`src/psp_regs.svh`:
```
`ifndef PSP_REGS_SVH
`define PSP_REGS_SVH

// register word indices; byte address = 4 * index
`define PSP_IDX_DATA      8'h08
`define PSP_IDX_PORT_E_PINS     8'h09
`define PSP_IDX_IRQFLAG   8'h0C
`define PSP_IDX_DIRSTAT   8'h89
`define PSP_IDX_IRQEN     8'h8C
`define PSP_IDX_ANACFG    8'h9F

// port_e_dir_and_slave_status fields
`define PSP_BIT_IBF       7
`define PSP_BIT_OBF       6
`define PSP_BIT_IN_BUFFER_OVERRUN      5
`define PSP_BIT_MODE      4
// irq flag / enable field
`define PSP_BIT_IRQ       7

// reset values
`define PSP_RST_DIRSTAT   8'h07
`define PSP_RST_IRQFLAG   8'h00
`define PSP_RST_IRQEN     8'h00
`define PSP_RST_ANACFG    8'h00

// analog config: value range that makes port-E pins digital
`define PSP_ANA_DIGITAL_MIN 4'h6

// instruction cycle phase count (Q1..Q4)
`define PSP_PHASES        4

`endif

```
`src/psp_pkg.sv`:
```
package psp_pkg;
    typedef struct packed {
        logic       paddrOk;
        logic [7:0] index;
    } psp_addr_t;

    // bit order follows the port-E pins: [2] chip select, [1] write, [0] read
    typedef struct packed {
        logic csN;
        logic wrN;
        logic rdN;
    } psp_strobe_t;

    typedef enum logic [3:0] {
        PSP_Q1 = 4'h1,
        PSP_Q2 = 4'h2,
        PSP_Q3 = 4'h4,
        PSP_Q4 = 4'h8
    } psp_phase_t;

    typedef enum logic [2:0] {
        PSP_IDLE    = 3'h1,
        PSP_ACTIVE  = 3'h2,
        PSP_WAIT_Q2 = 3'h4
    } psp_xfer_t;
endpackage : psp_pkg

```
`src/psp_sync.sv`:
```
`timescale 1ns/1ps
`default_nettype none
module psp_sync
    import psp_pkg::*;
#(
    parameter int W = 1
) (
    input  wire logic         clk_sys,
    input  wire logic         rst,
    input  wire logic [W-1:0] din,
    output logic      [W-1:0] dout
);
    logic [W-1:0] stage1Reg;

    // first stage feeds only the second; resets high so strobes start idle
    always_ff @(posedge clk_sys or posedge rst) begin
        if (rst) begin
            stage1Reg <= '1;
            dout      <= '1;
        end else begin
            stage1Reg <= din;
            dout      <= stage1Reg;
        end
    end
endmodule : psp_sync
`default_nettype wire

```
`src/psp_phase_gen.sv`:
```
`timescale 1ns/1ps
`default_nettype none
module psp_phase_gen
    import psp_pkg::*;
(
    input  wire logic clk_sys,
    input  wire logic rst,
    output var psp_phase_t phase
);
    // one core clock per phase; four make an instruction cycle
    always_ff @(posedge clk_sys or posedge rst) begin
        if (rst) begin
            phase <= PSP_Q1;
        end else begin
            case (phase)
                PSP_Q1:  phase <= PSP_Q2;
                PSP_Q2:  phase <= PSP_Q3;
                PSP_Q3:  phase <= PSP_Q4;
                PSP_Q4:  phase <= PSP_Q1;
                default: phase <= PSP_Q1;
            endcase
        end
    end
endmodule : psp_phase_gen
`default_nettype wire

```
`src/psp_slave_port.sv`:
```
// Functional notes
// - slave-port select bit makes the data port a host-accessible slave port
// - select bit turns port-E pins 0,1,2 into read, write, chip-select strobes
// - read strobe low with chip select low is a host read
// - write strobe low with chip select low is a host write
// - chip select is active low; strobes ignored while it is high
// - two latches at one address: firmware writes output, reads input
// - in slave mode the data-pin direction follows host strobes only
// - host write starts on first low detection; port data captured
// - write end sets input-full at phase four after next phase two
// - same phase four also sets the slave-port interrupt flag
// - in slave mode input-full cleared only by firmware read of the data port
// - second host write before firmware read sets input overrun
// - host read start clears output-full at once
// - read end sets interrupt flag at phase four after next phase two
// - output-full stays low until firmware writes the data port
// - outside slave mode full flags held clear; overrun stays until cleared
// - outside slave mode port-E pins are general I/O by direction bits
// - port-E pin set analog reads as zero
// - after reset port-E pins are analog inputs
`timescale 1ns/1ps
`default_nettype none
`include "psp_regs.svh"
module psp_slave_port
    import psp_pkg::*;
(
    input  wire logic        clk_sys,
    input  wire logic        rst,
    input  wire logic        psel,
    input  wire logic        penable,
    input  wire logic        pwrite,
    input  wire logic [31:0] paddr,
    input  wire logic [31:0] pwdata,
    output logic      [31:0] prdata,
    output logic             pready,
    output logic             pslverr,
    input  wire logic [7:0]  dataPinIn,
    output logic      [7:0]  dataPinOut,
    output logic      [7:0]  dataPinOe,
    input  wire logic [7:0]  portDDirection,
    input  wire logic [2:0]  portEPinIn,
    output logic      [2:0]  portEPinOut,
    output logic      [2:0]  portEPinOe,
    output logic             slavePortIrq
);
    psp_phase_t  phase;
    psp_strobe_t strbSync;
    logic [7:0]  dataSync;
    psp_addr_t   addr;

    logic [7:0] outLatchReg;
    logic [7:0] inLatchReg;
    logic [2:0] portELatchReg;
    logic [2:0] dirReg;
    logic       modeReg;
    logic       ibfReg;
    logic       obfReg;
    logic       ibovReg;
    logic       irqFlagReg;
    logic [6:0] irqFlagOtherReg;
    logic [7:0] irqEnReg;
    logic [7:0] anaCfgReg;
    psp_xfer_t  wrStateReg;
    psp_xfer_t  rdStateReg;
    logic       wrDone;
    logic       rdDone;
    logic       rdStart;
    logic       wrStart;
    logic       pinsDigital;

    psp_phase_gen u_phase (
        .clk_sys (clk_sys),
        .rst     (rst),
        .phase   (phase)
    );

    psp_sync #(.W(3)) u_sync_strb (
        .clk_sys (clk_sys),
        .rst     (rst),
        .din     (portEPinIn),
        .dout    (strbSync)
    );

    psp_sync #(.W(8)) u_sync_data (
        .clk_sys (clk_sys),
        .rst     (rst),
        .din     (dataPinIn),
        .dout    (dataSync)
    );

    // APB: zero-wait slave, word aligned index = paddr[9:2]
    assign addr = {(paddr[31:10] == 22'h000000) && (paddr[1:0] == 2'h0),
                   paddr[9:2]};
    assign pready       = 1'b1;

    logic apbAcc;
    logic apbWr;
    logic apbRd;
    logic mapped;
    assign apbAcc = psel && penable;
    always_comb begin
        case (addr.index)
            `PSP_IDX_DATA, `PSP_IDX_PORT_E_PINS, `PSP_IDX_IRQFLAG,
            `PSP_IDX_DIRSTAT, `PSP_IDX_IRQEN, `PSP_IDX_ANACFG: mapped = addr.paddrOk;
            default: mapped = 1'b0;
        endcase
    end
    assign pslverr = apbAcc && !mapped;
    assign apbWr   = apbAcc && pwrite && mapped;
    assign apbRd   = apbAcc && !pwrite && mapped;

    logic wrData;
    logic rdData;
    logic wrDirStat;
    logic wrIrqFlag;
    assign wrData    = apbWr && addr.index == `PSP_IDX_DATA;
    assign rdData    = apbRd && addr.index == `PSP_IDX_DATA;
    assign wrDirStat = apbWr && addr.index == `PSP_IDX_DIRSTAT;
    assign wrIrqFlag = apbWr && addr.index == `PSP_IDX_IRQFLAG;

    // config bits 3:0 at 0x6 and up leave port-E digital; reset value 0 keeps them analog
    assign pinsDigital = anaCfgReg[3:0] >= `PSP_ANA_DIGITAL_MIN;

    logic csLow;
    assign csLow   = modeReg && !strbSync.csN;
    assign wrStart = csLow && !strbSync.wrN;
    assign rdStart = csLow && !strbSync.rdN;

    // per-direction transfer tracker: active until a level goes high, then
    // waits for phase two, and completes at the following phase four
    function automatic psp_xfer_t xferNext(input psp_xfer_t st, input logic act,
                                           input psp_phase_t ph);
        case (st)
            PSP_IDLE:    xferNext = act ? PSP_ACTIVE : PSP_IDLE;
            PSP_ACTIVE:  xferNext = act ? PSP_ACTIVE : PSP_WAIT_Q2;
            PSP_WAIT_Q2: xferNext = (ph == PSP_Q4) ? PSP_IDLE : PSP_WAIT_Q2;
            default:     xferNext = PSP_IDLE;
        endcase
    endfunction : xferNext

    logic wrSawQ2Reg;
    logic rdSawQ2Reg;

    always_ff @(posedge clk_sys or posedge rst) begin
        if (rst) begin
            wrStateReg <= PSP_IDLE;
            rdStateReg <= PSP_IDLE;
            wrSawQ2Reg <= 1'b0;
            rdSawQ2Reg <= 1'b0;
        end else if (!modeReg) begin
            wrStateReg <= PSP_IDLE;
            rdStateReg <= PSP_IDLE;
            wrSawQ2Reg <= 1'b0;
            rdSawQ2Reg <= 1'b0;
        end else begin
            wrStateReg <= (wrStateReg == PSP_WAIT_Q2 && !wrSawQ2Reg) ? PSP_WAIT_Q2
                          : xferNext(wrStateReg, wrStart, phase);
            rdStateReg <= (rdStateReg == PSP_WAIT_Q2 && !rdSawQ2Reg) ? PSP_WAIT_Q2
                          : xferNext(rdStateReg, rdStart, phase);
            wrSawQ2Reg <= (wrStateReg == PSP_WAIT_Q2) && (wrSawQ2Reg || phase == PSP_Q2)
                          && !wrDone;
            rdSawQ2Reg <= (rdStateReg == PSP_WAIT_Q2) && (rdSawQ2Reg || phase == PSP_Q2)
                          && !rdDone;
        end
    end

    assign wrDone = wrStateReg == PSP_WAIT_Q2 && wrSawQ2Reg && phase == PSP_Q4;
    assign rdDone = rdStateReg == PSP_WAIT_Q2 && rdSawQ2Reg && phase == PSP_Q4;

    logic wrFirst;
    logic rdFirst;
    assign wrFirst = wrStart && wrStateReg == PSP_IDLE;
    assign rdFirst = rdStart && rdStateReg == PSP_IDLE;

    // host data: capture on first detection and follow while strobe held
    always_ff @(posedge clk_sys or posedge rst) begin
        if (rst) begin
            inLatchReg <= 8'h00;
        end else if (wrStart) begin
            inLatchReg <= dataSync;
        end
    end

    always_ff @(posedge clk_sys or posedge rst) begin
        if (rst) begin
            outLatchReg <= 8'h00;
        end else if (wrData) begin
            outLatchReg <= pwdata[7:0];
        end
    end

    // flag set wins over a firmware clear in the same cycle
    always_ff @(posedge clk_sys or posedge rst) begin
        if (rst) begin
            ibfReg <= 1'b0;
        end else if (!modeReg) begin
            ibfReg <= 1'b0;
        end else if (wrDone) begin
            ibfReg <= 1'b1;
        end else if (rdData) begin
            ibfReg <= 1'b0;
        end
    end

    always_ff @(posedge clk_sys or posedge rst) begin
        if (rst) begin
            obfReg <= 1'b0;
        end else if (!modeReg) begin
            obfReg <= 1'b0;
        end else if (rdFirst) begin
            obfReg <= 1'b0;
        end else if (wrData) begin
            obfReg <= 1'b1;
        end
    end

    always_ff @(posedge clk_sys or posedge rst) begin
        if (rst) begin
            ibovReg <= 1'b0;
        end else if (wrFirst && ibfReg) begin
            ibovReg <= 1'b1;
        end else if (wrDirStat && !pwdata[`PSP_BIT_IN_BUFFER_OVERRUN]) begin
            ibovReg <= 1'b0;
        end
    end

    always_ff @(posedge clk_sys or posedge rst) begin
        if (rst) begin
            modeReg <= 1'b0;
            dirReg  <= 3'(`PSP_RST_DIRSTAT);
        end else if (wrDirStat) begin
            modeReg <= pwdata[`PSP_BIT_MODE];
            dirReg  <= pwdata[2:0];
        end
    end

    always_ff @(posedge clk_sys or posedge rst) begin
        if (rst) begin
            irqFlagReg      <= 1'b0;
            irqFlagOtherReg <= 7'h00;
        end else begin
            if (wrDone || rdDone) begin
                irqFlagReg <= 1'b1;
            end else if (wrIrqFlag) begin
                irqFlagReg <= pwdata[`PSP_BIT_IRQ];
            end
            if (wrIrqFlag) begin
                irqFlagOtherReg <= pwdata[6:0];
            end
        end
    end

    always_ff @(posedge clk_sys or posedge rst) begin
        if (rst) begin
            irqEnReg      <= `PSP_RST_IRQEN;
            anaCfgReg     <= `PSP_RST_ANACFG;
            portELatchReg <= 3'h0;
        end else begin
            if (apbWr && addr.index == `PSP_IDX_IRQEN) begin
                irqEnReg <= pwdata[7:0];
            end
            if (apbWr && addr.index == `PSP_IDX_ANACFG) begin
                anaCfgReg <= pwdata[7:0];
            end
            if (apbWr && addr.index == `PSP_IDX_PORT_E_PINS) begin
                portELatchReg <= pwdata[2:0];
            end
        end
    end

    always_ff @(posedge clk_sys or posedge rst) begin
        if (rst) begin
            slavePortIrq <= 1'b0;
        end else begin
            slavePortIrq <= irqFlagReg && irqEnReg[`PSP_BIT_IRQ];
        end
    end

    // data pins: host read drives, otherwise port-D direction in I/O mode
    logic [7:0] dataOeNext;
    assign dataOeNext = modeReg ? {8{rdStart}} : ~portDDirection;
    always_ff @(posedge clk_sys or posedge rst) begin
        if (rst) begin
            dataPinOe  <= 8'h00;
            dataPinOut <= 8'h00;
        end else begin
            dataPinOe  <= dataOeNext;
            dataPinOut <= outLatchReg;
        end
    end

    // port-E: strobes are inputs in slave mode; general I/O otherwise
    always_ff @(posedge clk_sys or posedge rst) begin
        if (rst) begin
            portEPinOe  <= 3'h0;
            portEPinOut <= 3'h0;
        end else begin
            portEPinOe  <= modeReg ? 3'h0 : ~dirReg;
            portEPinOut <= portELatchReg;
        end
    end

    logic [7:0] portERead;
    assign portERead = pinsDigital ? {5'h00, strbSync} : 8'h00;

    always_comb begin
        prdata = 32'h0000_0000;
        if (apbRd) begin
            case (addr.index)
                `PSP_IDX_DATA:    prdata[7:0] = modeReg ? inLatchReg : dataSync;
                `PSP_IDX_PORT_E_PINS:   prdata[7:0] = portERead;
                `PSP_IDX_IRQFLAG: prdata[7:0] = {irqFlagReg, irqFlagOtherReg};
                `PSP_IDX_DIRSTAT: prdata[7:0] = {ibfReg, obfReg, ibovReg, modeReg,
                                                 1'b0, dirReg};
                `PSP_IDX_IRQEN:   prdata[7:0] = irqEnReg;
                `PSP_IDX_ANACFG:  prdata[7:0] = anaCfgReg;
                default:          prdata      = 32'h0000_0000;
            endcase
        end
    end

    property p_ibf_clear_outside_mode;
        @(posedge clk_sys) disable iff (rst) !modeReg |=> !ibfReg;
    endproperty
    a_ibf_clear_outside_mode: assert property (p_ibf_clear_outside_mode)
        else $error("input full set outside slave mode");

    property p_ibf_set_on_q4;
        @(posedge clk_sys) disable iff (rst) $rose(ibfReg) |-> $past(phase) == PSP_Q4;
    endproperty
    a_ibf_set_on_q4: assert property (p_ibf_set_on_q4)
        else $error("input full set off phase four");

    property p_irq_with_ibf;
        @(posedge clk_sys) disable iff (rst) $rose(ibfReg) |-> irqFlagReg;
    endproperty
    a_irq_with_ibf: assert property (p_irq_with_ibf)
        else $error("interrupt flag not set with input full");

    property p_obf_cleared_on_read;
        @(posedge clk_sys) disable iff (rst) rdFirst |=> !obfReg;
    endproperty
    a_obf_cleared_on_read: assert property (p_obf_cleared_on_read)
        else $error("output full not cleared at read start");

    property p_in_buffer_overrun_on_second_write;
        @(posedge clk_sys) disable iff (rst) (wrFirst && ibfReg) |=> ibovReg;
    endproperty
    a_in_buffer_overrun_on_second_write: assert property (p_in_buffer_overrun_on_second_write)
        else $error("overrun not flagged");

    property p_irq_gated;
        @(posedge clk_sys) disable iff (rst) slavePortIrq |-> $past(irqEnReg[`PSP_BIT_IRQ]);
    endproperty
    a_irq_gated: assert property (p_irq_gated)
        else $error("interrupt raised while disabled");

    property p_obf_set_by_fw;
        @(posedge clk_sys) disable iff (rst) $rose(obfReg) |-> $past(wrData);
    endproperty
    a_obf_set_by_fw: assert property (p_obf_set_by_fw)
        else $error("output full set without firmware write");

    property p_wr_done_bound;
        @(posedge clk_sys) disable iff (rst)
            (wrStateReg == PSP_ACTIVE && !wrStart && modeReg) |-> ##[1:9] wrDone || !modeReg;
    endproperty
    a_wr_done_bound: assert property (p_wr_done_bound)
        else $error("write completion late");

    property p_ibf_only_read_clears;
        @(posedge clk_sys) disable iff (rst)
            ($fell(ibfReg) && $past(modeReg) && modeReg) |-> $past(rdData);
    endproperty
    a_ibf_only_read_clears: assert property (p_ibf_only_read_clears)
        else $error("input full cleared without data read");
endmodule : psp_slave_port
`default_nettype wire

```
`config.mk`:
```
export PLATFORM = sky130hd
export DESIGN_NAME = psp_slave_port
export DESIGN_NICKNAME = d
export VERILOG_FILES = /design/src/psp_pkg.sv /design/src/psp_sync.sv /design/src/psp_phase_gen.sv /design/src/psp_slave_port.sv
export VERILOG_INCLUDE_DIRS = /design/src
export SDC_FILE = /design/constraint.sdc
export NUM_CORES = 1
export LEC_CHECK = 0
export ABC_AREA = 1
export BUFFER_PORTS_ARGS = -buffer_cell sky130_fd_sc_hd__buf_4
export CAP_MARGIN = 20
export CORE_MARGIN = 1.5
export CORE_UTILIZATION = 55
export CTS_CLUSTER_SIZE = 12
export DETAILED_ROUTE_END_ITERATION = 10
export MAX_ROUTING_LAYER = met4
export PLACE_DENSITY_LB_ADDON = 0.2
export SKIP_LAST_GASP = 1
export SLEW_MARGIN = 10
export SYNTH_ARGS = -nofsm -noshare
export SYNTH_HDL_FRONTEND = slang
export SYNTH_SLANG_ARGS = --single-unit
```
`constraint.sdc`:
```
create_clock -name clk_sys -period 10.06 [get_ports clk_sys]
set_clock_uncertainty 0.1 [all_clocks]
set_input_delay 2.012 -clock clk_sys [delete_from_list [all_inputs] [get_ports clk_sys]]
set_output_delay 2.012 -clock clk_sys [all_outputs]
set_load 0.02 [all_outputs]
```
==> results of run 1 <==
==> flip-flops by register name (all words and copies together), names as in the netlist, 7 cells and up <==
name / flops
anaCfgReg: 8
dataPinOe: 8
dataPinOut: 8
inLatchReg: 8
irqEnReg: 8
irqFlagOtherReg: 7
outLatchReg: 8
u_sync_data.dout: 8
u_sync_data.stage1Reg: 8
==> critical path: stages <==
cell and delay, ns:
sky130_fd_sc_hd__buf_4 0.12, sky130_fd_sc_hd__nor2_2 0.11, sky130_fd_sc_hd__nand2_1 0.15, sky130_fd_sc_hd__nor2_4 0.35, sky130_fd_sc_hd__nor2_2 0.10, sky130_fd_sc_hd__nand2_4 0.13, sky130_fd_sc_hd__and2_4 0.34, sky130_fd_sc_hd__nand2_2 0.21
sky130_fd_sc_hd__nor2_1 0.21, sky130_fd_sc_hd__buf_4 0.17
==> kinds of logic after synthesis <==
kind of cell           count (synthesis)  synth area share [%]
AOI/OAI and AO/OA                     78                  9.41
buffers and inverters                 87                  9.65
DFF                                  107                  57.8
other                                  2                 0.160
and+or+nand+nor                      230                  23.0
==> through the flow <==
step | std cells | hold slack (ns) | instance area, um2 | total power, uW
2_1_floorplan | 527 | 0.245 | 4780 | 482
3_3_place_gp | 691 | 0.246 | 5380 | 503
3_5_place_dp | 691 | 0.247 | 5380 | 505
4_1_cts | 707 | 0.261 | 5590 | 778
5_1_grt | 707 | 0.268 | 5590 | 802
6_report | 707 | 0.261 | 5590 | 774
==> cell type report <==
| cell class | instances | area [um2] |
|---|---|---|
| flip-flops and latches | 107 | 2710 |
| fillers | 661 | 2670 |
| well taps | 105 | 131 |
| inverters | 47 | 179 |
| repair buffers | 99 | 743 |
| multi-input cells | 333 | 1610 |
| clock inverters | 5 | 67.6 |
| clock buffers | 11 | 141 |
==> power breakdown <==
group | total (uW) | switching [uW] | internal, uW
logic | 54.6 | 33.3 | 21.3
clock network | 278 | 151 | 127
registers | 442 | 2.18 | 440
total | 774 | 187 | 588
==> cells in the final DEF (no fill, tap or decap), types with 3 or more instances in the layout <==
master	synthesis	layout
sky130_fd_sc_hd__inv_1	46	45
sky130_fd_sc_hd__a22o_1	5	5
sky130_fd_sc_hd__inv_6	0	3
sky130_fd_sc_hd__clkbuf_8	0	10
sky130_fd_sc_hd__nor3_1	12	12
sky130_fd_sc_hd__buf_4	25	99
sky130_fd_sc_hd__o21ai_0	50	50
sky130_fd_sc_hd__nor2_1	39	39
sky130_fd_sc_hd__dfrtp_1	79	79
sky130_fd_sc_hd__or2_2	3	3
sky130_fd_sc_hd__nand3_1	12	12
sky130_fd_sc_hd__o211ai_1	3	3
sky130_fd_sc_hd__nor2_2	5	5
sky130_fd_sc_hd__nand4_1	25	25
sky130_fd_sc_hd__conb_1	2	25
sky130_fd_sc_hd__nand2_1	123	123
sky130_fd_sc_hd__a21oi_1	11	11
sky130_fd_sc_hd__dfstp_2	28	28
==> routing by layer <==
layer  share of wire [%]  up-vias  global-route usage [%]  wire, um
met5                   0        -                       -         0
met4                 2.0        0                    10.1       202
met3                 5.0       18                    4.23       508
met2                  50      116                    39.3      5060
met1                  43     1756                    32.0      4360
li1                    -     1770                       -         -
==> cell usage after synthesis (2+ instances only) <==
master and instances:
sky130_fd_sc_hd__a21oi_1 11, sky130_fd_sc_hd__nand3_4 2, sky130_fd_sc_hd__or2_2 3, sky130_fd_sc_hd__buf_6 2
sky130_fd_sc_hd__nand4_4 2, sky130_fd_sc_hd__nand4_1 25, sky130_fd_sc_hd__nor2_1 39, sky130_fd_sc_hd__o21ai_0 50
sky130_fd_sc_hd__o21ai_1 2, sky130_fd_sc_hd__dfrtp_1 79, sky130_fd_sc_hd__buf_4 25, sky130_fd_sc_hd__nor3_1 12
sky130_fd_sc_hd__nor2_2 5, sky130_fd_sc_hd__dfstp_2 28, sky130_fd_sc_hd__nor2_4 2, sky130_fd_sc_hd__buf_2 5
sky130_fd_sc_hd__nand3_1 12, sky130_fd_sc_hd__clkbuf_1 7, sky130_fd_sc_hd__a22o_1 5, sky130_fd_sc_hd__conb_1 2
sky130_fd_sc_hd__nand2_1 123, sky130_fd_sc_hd__inv_1 46, sky130_fd_sc_hd__o211ai_1 3
==> how the worst min path moves through the flow <==
stage,startpoint,to,slack [ns]
2_1_floorplan,u_sync_data.stage1Reg[0]$_DFF_PP1_,u_sync_data.dout[0]$_DFF_PP1_,0.25
3_3_place_gp,u_sync_data.stage1Reg[7]$_DFF_PP1_,u_sync_data.dout[7]$_DFF_PP1_,0.25
3_5_place_dp,u_sync_strb.stage1Reg[2]$_DFF_PP1_,u_sync_strb.dout[2]$_DFF_PP1_,0.25
4_1_cts,u_sync_strb.stage1Reg[2]$_DFF_PP1_,u_sync_strb.dout[2]$_DFF_PP1_,0.26
5_1_grt,u_sync_data.stage1Reg[5]$_DFF_PP1_,u_sync_data.dout[5]$_DFF_PP1_,0.27
6_report,u_sync_strb.stage1Reg[2]$_DFF_PP1_,u_sync_strb.dout[2]$_DFF_PP1_,0.26
==> summary.json, run 1 <==
{
  "status": "completed",
  "crit_start": "paddr[7]",
  "std_cell_rows": 33,
  "r2r_slack_ns": 7.76,
  "number_of_global_route_vias_before_repair": 3606,
  "postCtsHoldBufs": 0,
  "final_nets": 685,
  "effective_utilization_at_floorplan_pct": 56.8,
  "number_of_antenna_violations_at_the_first_check_in_global_routing": 0,
  "period_share_pct": 59.6,
  "postSynthCellCount": 504,
  "area_growth_syn_to_layout_pct": 19.1,
  "grt_util_all_layers_pct": 24.9,
  "design.core.area_mm2": 0.00826,
  "worstPathRequired_ns": 7.95,
  "buffer_ports.inserted": 95,
  "drive_gt1_share_pct": 26.9,
  "drt-pass1-iter-count": 5,
  "vias_per_cell": 5.18,
  "die_height_um": 95.4,
  "detailedPlacementHpwl_mm": 7.29,
  "drc": 0,
  "synth_area_mm2": 0.00469,
  "grt-ovfl-total": 0,
  "setup-tns-final_ns": 0,
  "final_critical_path_setup_slack_ns": 4.06,
  "synth_area_leaders": "sky130_fd_sc_hd__dfrtp_1, sky130_fd_sc_hd__dfstp_2, sky130_fd_sc_hd__nand2_1",
  "synth_seq_area_share_pct": 57.8,
  "num_io_pins": 145,
  "clk_pin_slew_worst_paths_ns": 0.10,
  "timing.rr.start": "modeReg$_DFFE_PP0P_",
  "cts_post_setup_buffers_inserted": 0,
  "finalWeightedCongestion": 0.852,
  "ctsLongestPathBuffers": 2,
  "die_area_mm2": 0.00909,
  "cts_inserted_buffers": 9,
  "yosys_register_bits": 107,
  "post-synth-top-area-fraction_pct": 42.1,
  "cellLeakagePower_uw": 0.00278,
  "tritoncts": "yes",
  "grt_setup_unrepaired": "false",
  "worst-endpoint-arrival_ns": 3.89,
  "synth-warning-count": 0,
  "max-slew-margin-rel_pct": 43.8,
  "r2r_end": "inLatchReg[3]$_DFFE_PP0N_",
  "clock_sink_count": 107,
  "num_antenna_cells": 0,
  "finalSetupViolations": 0,
  "cp-endpoint": "prdata[2]",
  "synth_cell_types": 37,
  "power.density_mw_per_mm2": 139,
  "worstRegToRegCells": 5,
  "route.vias.total": 3660,
  "synth-edff-count": 0,
  "synthesis.area_per_instance_um2": 9.31,
  "yosys_most_used_dff": "sky130_fd_sc_hd__dfrtp_1",
  "dp_worst_slack_ns": 4.02,
  "crit_type": "in2out",
  "worstSetupStartpointType": "input port",
  "cts_resized": 0,
  "timing.hold.worst_path_depth": 0,
  "cts_htree_levels": 3,
  "timing.hold.worst.class": "reg2reg",
  "grt_first_pass_wirelength_mm": 16.7,
  "average_wire_per_standard_cell_um": 14.3,
  "timing.critical_path.to_type": "primary output",
  "antenna_left": 0,
  "maxCapViolations": 0,
  "worstSkewPairLatency_ns": 0.38,
  "detailedRoute.firstIterationViolations": 207,
  "routed_wl_mm": 10.1,
  "timing.final.crit_period_ns": 6.00,
  "yosys.area.top_type": "sky130_fd_sc_hd__dfrtp_1",
  "share_of_flip_flops_with_an_asynchronous_set_or_reset_after_synthesis_pct": 100,
  "die_w_um": 95.4,
  "postLayoutCoreUtil_pct": 67.7,
  "worstMarginPinSlew_ns": 0.843,
  "pin_count_of_the_biggest_net_entering_global_routing": 72,
  "report.final.slew_viol_count": 0,
  "irDropWorstVdd_uv": 90.2,
  "report.final.hold_viol_count": 0,
  "worst-path-max-fanout": 24,
  "clk_root_buffer_cell": "sky130_fd_sc_hd__clkbuf_8",
  "fmax_ghz": 0.167
}
Note: power is estimated with default switching activity, not from simulation.
==> run 2, diff against run 1 <==
--- a/config.mk
+++ b/config.mk
@@ -10,7 +10,7 @@
 export BUFFER_PORTS_ARGS = -buffer_cell sky130_fd_sc_hd__buf_4
 export CAP_MARGIN = 20
 export CORE_MARGIN = 1.5
-export CORE_UTILIZATION = 55
+export CORE_UTILIZATION = 51
 export CTS_CLUSTER_SIZE = 12
 export DETAILED_ROUTE_END_ITERATION = 10
 export MAX_ROUTING_LAYER = met4
==> constraint.sdc (replaced) <==
create_clock -name clk_sys -period 5.8 [get_ports clk_sys]
set_clock_uncertainty 0.1 [all_clocks]
set_input_delay 1.16 -clock clk_sys [delete_from_list [all_inputs] [get_ports clk_sys]]
set_output_delay 1.16 -clock clk_sys [all_outputs]
set_load 0.02 [all_outputs]
==> summary.json, run 2 (synthesis results as in run 1) <==
{
  "detailedPlacementHpwl_mm": 7.04,
  "dp_worst_slack_ns": 1.47,
  "num_io_pins": 145,
  "tritoncts": "yes",
  "area_growth_syn_to_layout_pct": 18.6,
  "report.final.hold_viol_count": 0,
  "vias_per_cell": 5.10,
  "timing.hold.worst.class": "reg2reg",
  "fmax_ghz": 0.231,
  "crit_type": "in2out",
  "antenna_left": 0,
  "number_of_antenna_violations_at_the_first_check_in_global_routing": 0,
  "most_common_library_cell_in_the_layout_ignoring_fill_and_taps": "sky130_fd_sc_hd__nand2_1",
  "postLayoutCoreUtil_pct": 63.2,
  "ctsLongestPathBuffers": 2,
  "worst-path-max-fanout": 24,
  "violations_in_the_final_reports": "DRC",
  "die_w_um": 98.9,
  "setup-tns-final_ns": 0,
  "grt_first_pass_wirelength_mm": 16.4,
  "std_cell_rows": 34,
  "worst_hold_margin_ns": 0.261,
  "irDropWorstVdd_uv": 181,
  "cts_htree_levels": 3,
  "worstMarginPinSlew_ns": 0.814,
  "drive_gt1_share_pct": 26.9,
  "grt-ovfl-total": 0,
  "final_critical_path_setup_slack_ns": 1.47,
  "finalWeightedCongestion": 0.822,
  "drc": 5,
  "postCtsHoldBufs": 0,
  "effective_utilization_at_floorplan_pct": 53.3,
  "report.final.slew_viol_count": 0,
  "power.density_mw_per_mm2": 230,
  "cts_post_setup_buffers_inserted": 0,
  "number_of_global_route_vias_before_repair": 3435,
  "clock_sink_count": 107,
  "cts_inserted_buffers": 9,
  "worst-endpoint-arrival_ns": 3.07,
  "final_non_filler_cell_total": 710,
  "worstSetupStartpointType": "input port",
  "drt-pass1-iter-count": 8,
  "max-slew-margin-rel_pct": 45.7,
  "route.vias.total": 3618,
  "post-place-cells": 694,
  "status": "finished with violations",
  "maxCapViolations": 0,
  "pin_count_of_the_biggest_net_entering_global_routing": 70,
  "worstPathRequired_ns": 4.54,
  "final_nets": 685,
  "grt_setup_unrepaired": "false",
  "grt_util_all_layers_pct": 21.8,
  "timing.critical_path.to_type": "primary output",
  "finalSetupViolations": 0,
  "clk_pin_slew_worst_paths_ns": 0.10,
  "buffer_ports.inserted": 95,
  "timing.final.crit_period_ns": 4.33,
  "design.core.area_mm2": 0.00881,
  "most_frequent_cells_in_the_layout": "sky130_fd_sc_hd__nand2_1, sky130_fd_sc_hd__buf_4, sky130_fd_sc_hd__dfrtp_1",
  "cts_resized": 0,
  "worstSkewPairLatency_ns": 0.36,
  "cellLeakagePower_uw": 0.00277,
  "die_height_um": 98.9,
  "average_wire_per_standard_cell_um": 13.8,
  "die_area_mm2": 0.00978,
  "routed_wl_mm": 9.82,
  "period_share_pct": 74.7,
  "detailedRoute.firstIterationViolations": 278,
  "clk_root_buffer_cell": "sky130_fd_sc_hd__clkbuf_8",
  "num_antenna_cells": 0
}
## run 2: path summary, 6_finish.rpt
check	startpoint	end	slack, ns	cells past startpoint
worst max register to register	modeReg$_DFFE_PP0P_	obfReg$_DFFE_PP0P_	3.70	6
worst min register to register	u_sync_strb.stage1Reg[0]$_DFF_PP1_	u_sync_strb.dout[0]$_DFF_PP1_	0.26	0
worst min-delay path	u_sync_strb.stage1Reg[0]$_DFF_PP1_	u_sync_strb.dout[0]$_DFF_PP1_	0.26	0
max in group asynchronous	rst	u_sync_data.dout[7]$_DFF_PP1_	3.73	3
worst max-delay path	paddr[7]	prdata[4]	1.47	10
min in group asynchronous	rst	dataPinOut[7]$_DFF_PP0_	0.86	2
## run 2: final cells by class
type	instances	area, um2
inverters	47	179
clock inverters	6	46.3
fillers	735	3240
clock buffers	10	128
well taps	108	135
multi-input cells	333	1610
repair buffers	99	751
flip-flops and latches	107	2710
## run 2: routing by layer
| layer | vias up | GRT usage (%) | routed length (um) |
|---|---|---|---|
| met1 | 1731 | 29.3 | 4340 |
| met2 | 94 | 33.9 | 4890 |
| li1 | 1782 | - | - |
| met3 | 11 | 4.40 | 480 |
| met4 | 0 | 6.48 | 103 |
| met5 | - | - | 0 |
## run 2: power breakdown
part,internal (uW),switching (uW)
combinational,37.3,58.0
clock,162,257
sequential,762,3.32
total,962,318
## run 2: worst max-delay path, cell delays in order
cell and delay, ns:
sky130_fd_sc_hd__buf_4 0.12, sky130_fd_sc_hd__nor2_2 0.11, sky130_fd_sc_hd__nand2_1 0.15, sky130_fd_sc_hd__nor2_4 0.36
sky130_fd_sc_hd__nor2_2 0.10, sky130_fd_sc_hd__nand2_4 0.13, sky130_fd_sc_hd__and2_4 0.34, sky130_fd_sc_hd__nand2_2 0.21
sky130_fd_sc_hd__a21oi_1 0.22, sky130_fd_sc_hd__buf_4 0.18
## run 2: through the flow
stage | power [uW] | instance area (um2)
after floorplan | 837 | 4780
after global placement | 873 | 5380
after detailed placement | 876 | 5390
after CTS | 1290 | 5560
after global routing | 1330 | 5560
final | 1280 | 5560
==> run 3, diff against run 2 <==
--- a/config.mk
+++ b/config.mk
@@ -10,7 +10,7 @@
 export BUFFER_PORTS_ARGS = -buffer_cell sky130_fd_sc_hd__buf_4
 export CAP_MARGIN = 20
 export CORE_MARGIN = 1.5
-export CORE_UTILIZATION = 51
+export CORE_UTILIZATION = 46
 export CTS_CLUSTER_SIZE = 12
 export DETAILED_ROUTE_END_ITERATION = 10
 export MAX_ROUTING_LAYER = met4
==> constraint.sdc (replaced) <==
create_clock -name clk_sys -period 3.7 [get_ports clk_sys]
set_clock_uncertainty 0.1 [all_clocks]
set_input_delay 0.74 -clock clk_sys [delete_from_list [all_inputs] [get_ports clk_sys]]
set_output_delay 0.74 -clock clk_sys [all_outputs]
set_load 0.02 [all_outputs]
==> summary.json, run 3 (synthesis results as in run 1) <==
{
  "worstPathRequired_ns": 2.86,
  "hold_path_startpoint": "u_sync_data.stage1Reg[5]$_DFF_PP1_",
  "holdPathEnd": "u_sync_data.dout[5]$_DFF_PP1_",
  "period_share_pct": 85.0,
  "worstMarginPinSlew_ns": 0.559,
  "final_nets": 689,
  "average_wire_per_standard_cell_um": 13.4,
  "drt-pass1-iter-count": 4,
  "design.core.area_mm2": 0.00982,
  "worstSkewPairLatency_ns": 0.36,
  "timing.hold.worst.class": "reg2reg",
  "pin_count_of_the_biggest_net_entering_global_routing": 52,
  "number_of_antenna_violations_at_the_first_check_in_global_routing": 0,
  "most_frequent_cells_in_the_layout": "sky130_fd_sc_hd__nand2_1, sky130_fd_sc_hd__buf_4, sky130_fd_sc_hd__dfrtp_1",
  "maxCapViolations": 0,
  "buffer_ports.inserted": 95,
  "timing.hold.worst_path_depth": 0,
  "postLayoutCoreUtil_pct": 57.5,
  "clk_pin_slew_worst_paths_ns": 0.09,
  "timing.critical_path.to_type": "primary output",
  "routed_wl_mm": 9.94,
  "report.final.slew_viol_count": 0,
  "cpPeakStageDelay_ns": 0.27,
  "r2r_end": "obfReg$_DFFE_PP0P_",
  "clk_root_buffer_cell": "sky130_fd_sc_hd__clkbuf_8",
  "number_of_global_route_vias_before_repair": 3557,
  "crit_type": "in2out",
  "worstPathBufferInverterCount": 2,
  "fmax_ghz": 0.318,
  "power.density_mw_per_mm2": 355,
  "num_io_pins": 145,
  "ctsLongestPathBuffers": 2,
  "irDropWorstVdd_uv": 221,
  "critical_path.slowest_cell": "sky130_fd_sc_hd__a21oi_1",
  "setup-tns-final_ns": 0,
  "final_non_filler_cell_total": 739,
  "drive_gt1_share_pct": 27.4,
  "cts_resized": 0,
  "finalPower_uw": 2010,
  "cts_inserted_buffers": 9,
  "grt_first_pass_wirelength_mm": 16.8,
  "die_area_mm2": 0.0108,
  "status": "completed",
  "worstSetupStartpointType": "input port",
  "max-slew-margin-rel_pct": 62.6,
  "finalSetupViolations": 0,
  "r2r_slack_ns": 1.86,
  "cts_post_setup_buffers_inserted": 0,
  "critical_path.cell_chain": "buf_4, nor2_2, nand2_1, nor2_4, nor2_2, nand2_4, and2_4, nand2_2, a21oi_1, buf_4",
  "detailedRoute.firstIterationViolations": 139,
  "critPathTopFamily": "simple AND/OR/NAND/NOR gates",
  "die_w_um": 104,
  "route.vias.total": 3647,
  "finalWeightedCongestion": 0.840,
  "grt_setup_unrepaired": "false",
  "detailedPlacementHpwl_mm": 7.20,
  "num_antenna_cells": 0,
  "clock_sink_count": 107,
  "antenna_left": 0,
  "std_cell_rows": 36,
  "die_height_um": 104,
  "grt_util_all_layers_pct": 20.0,
  "grt-ovfl-total": 0,
  "worst-path-max-fanout": 9,
  "report.final.hold_viol_count": 0,
  "area_growth_syn_to_layout_pct": 20.2,
  "effective_utilization_at_floorplan_pct": 47.8,
  "most_common_library_cell_in_the_layout_ignoring_fill_and_taps": "sky130_fd_sc_hd__nand2_1",
  "worst-endpoint-arrival_ns": 2.31,
  "vias_per_cell": 4.94,
  "timing.rr.start": "modeReg$_DFFE_PP0P_",
  "post-place-cells": 723,
  "postCtsHoldBufs": 0,
  "worstRegToRegCells": 5,
  "cts_htree_levels": 3,
  "tritoncts": "yes",
  "cellLeakagePower_uw": 0.00279,
  "timing.final.crit_period_ns": 3.15,
  "drc": 0
}
[run 3: cell count changes in the layout (fill, tap and decap cells not counted), sizes merged]
cell      previous run  this run
clkinv               3         4
buf                 99       103
clkinvlp             0         1
inv                 50        48
[run 3: worst max path at each step]
stage,slack [ns],to,start,cells past startpoint
after floorplan,0.09,anaCfgReg[0]$_DFFE_PP0P_,rst,1
after global placement,0.57,prdata[5],paddr[7],9
after detailed placement,0.59,prdata[4],paddr[8],10
after CTS,0.58,prdata[4],paddr[8],10
after global routing,0.35,prdata[5],paddr[8],9
final,0.55,prdata[4],paddr[8],10
[run 3: report_power, final]
part           internal [uW]  total [uW]  leakage, uW  switching, uW
clock network            254         653    0.0000888            399
logic                   61.0         152      0.00135           91.2
registers               1200        1200      0.00135           4.95
total                   1510        2010      0.00279            495
[run 3: cell type report]
type,count,area [um2]
sequential,107,2710
inverter,47,179
clock inverter,6,50.0
clock buffer,10,128
tap,133,166
multi-input combinational,333,1610
fill,905,4180
timing repair buffer,103,793
[run 3: per-stage QoR]
stage,cell area (um2),setup slack (ns),hold WS (ns)
after global routing,5640,0.351,0.265
after detailed placement,5460,0.589,0.247
after floorplan,4780,0.0891,0.245
final,5640,0.555,0.259
after global placement,5440,0.572,0.246
after CTS,5640,0.583,0.262
[run 3: per-layer routing]
| layer | GRT usage [%] | part of all wire [%] | vias up |
|---|---|---|---|
| met1 | 26.3 | 43 | 1725 |
| met3 | 4.07 | 6.0 | 14 |
| li1 | - | - | 1777 |
| met5 | - | 0 | - |
| met4 | 6.35 | 2.2 | 0 |
| met2 | 31.5 | 49 | 131 |
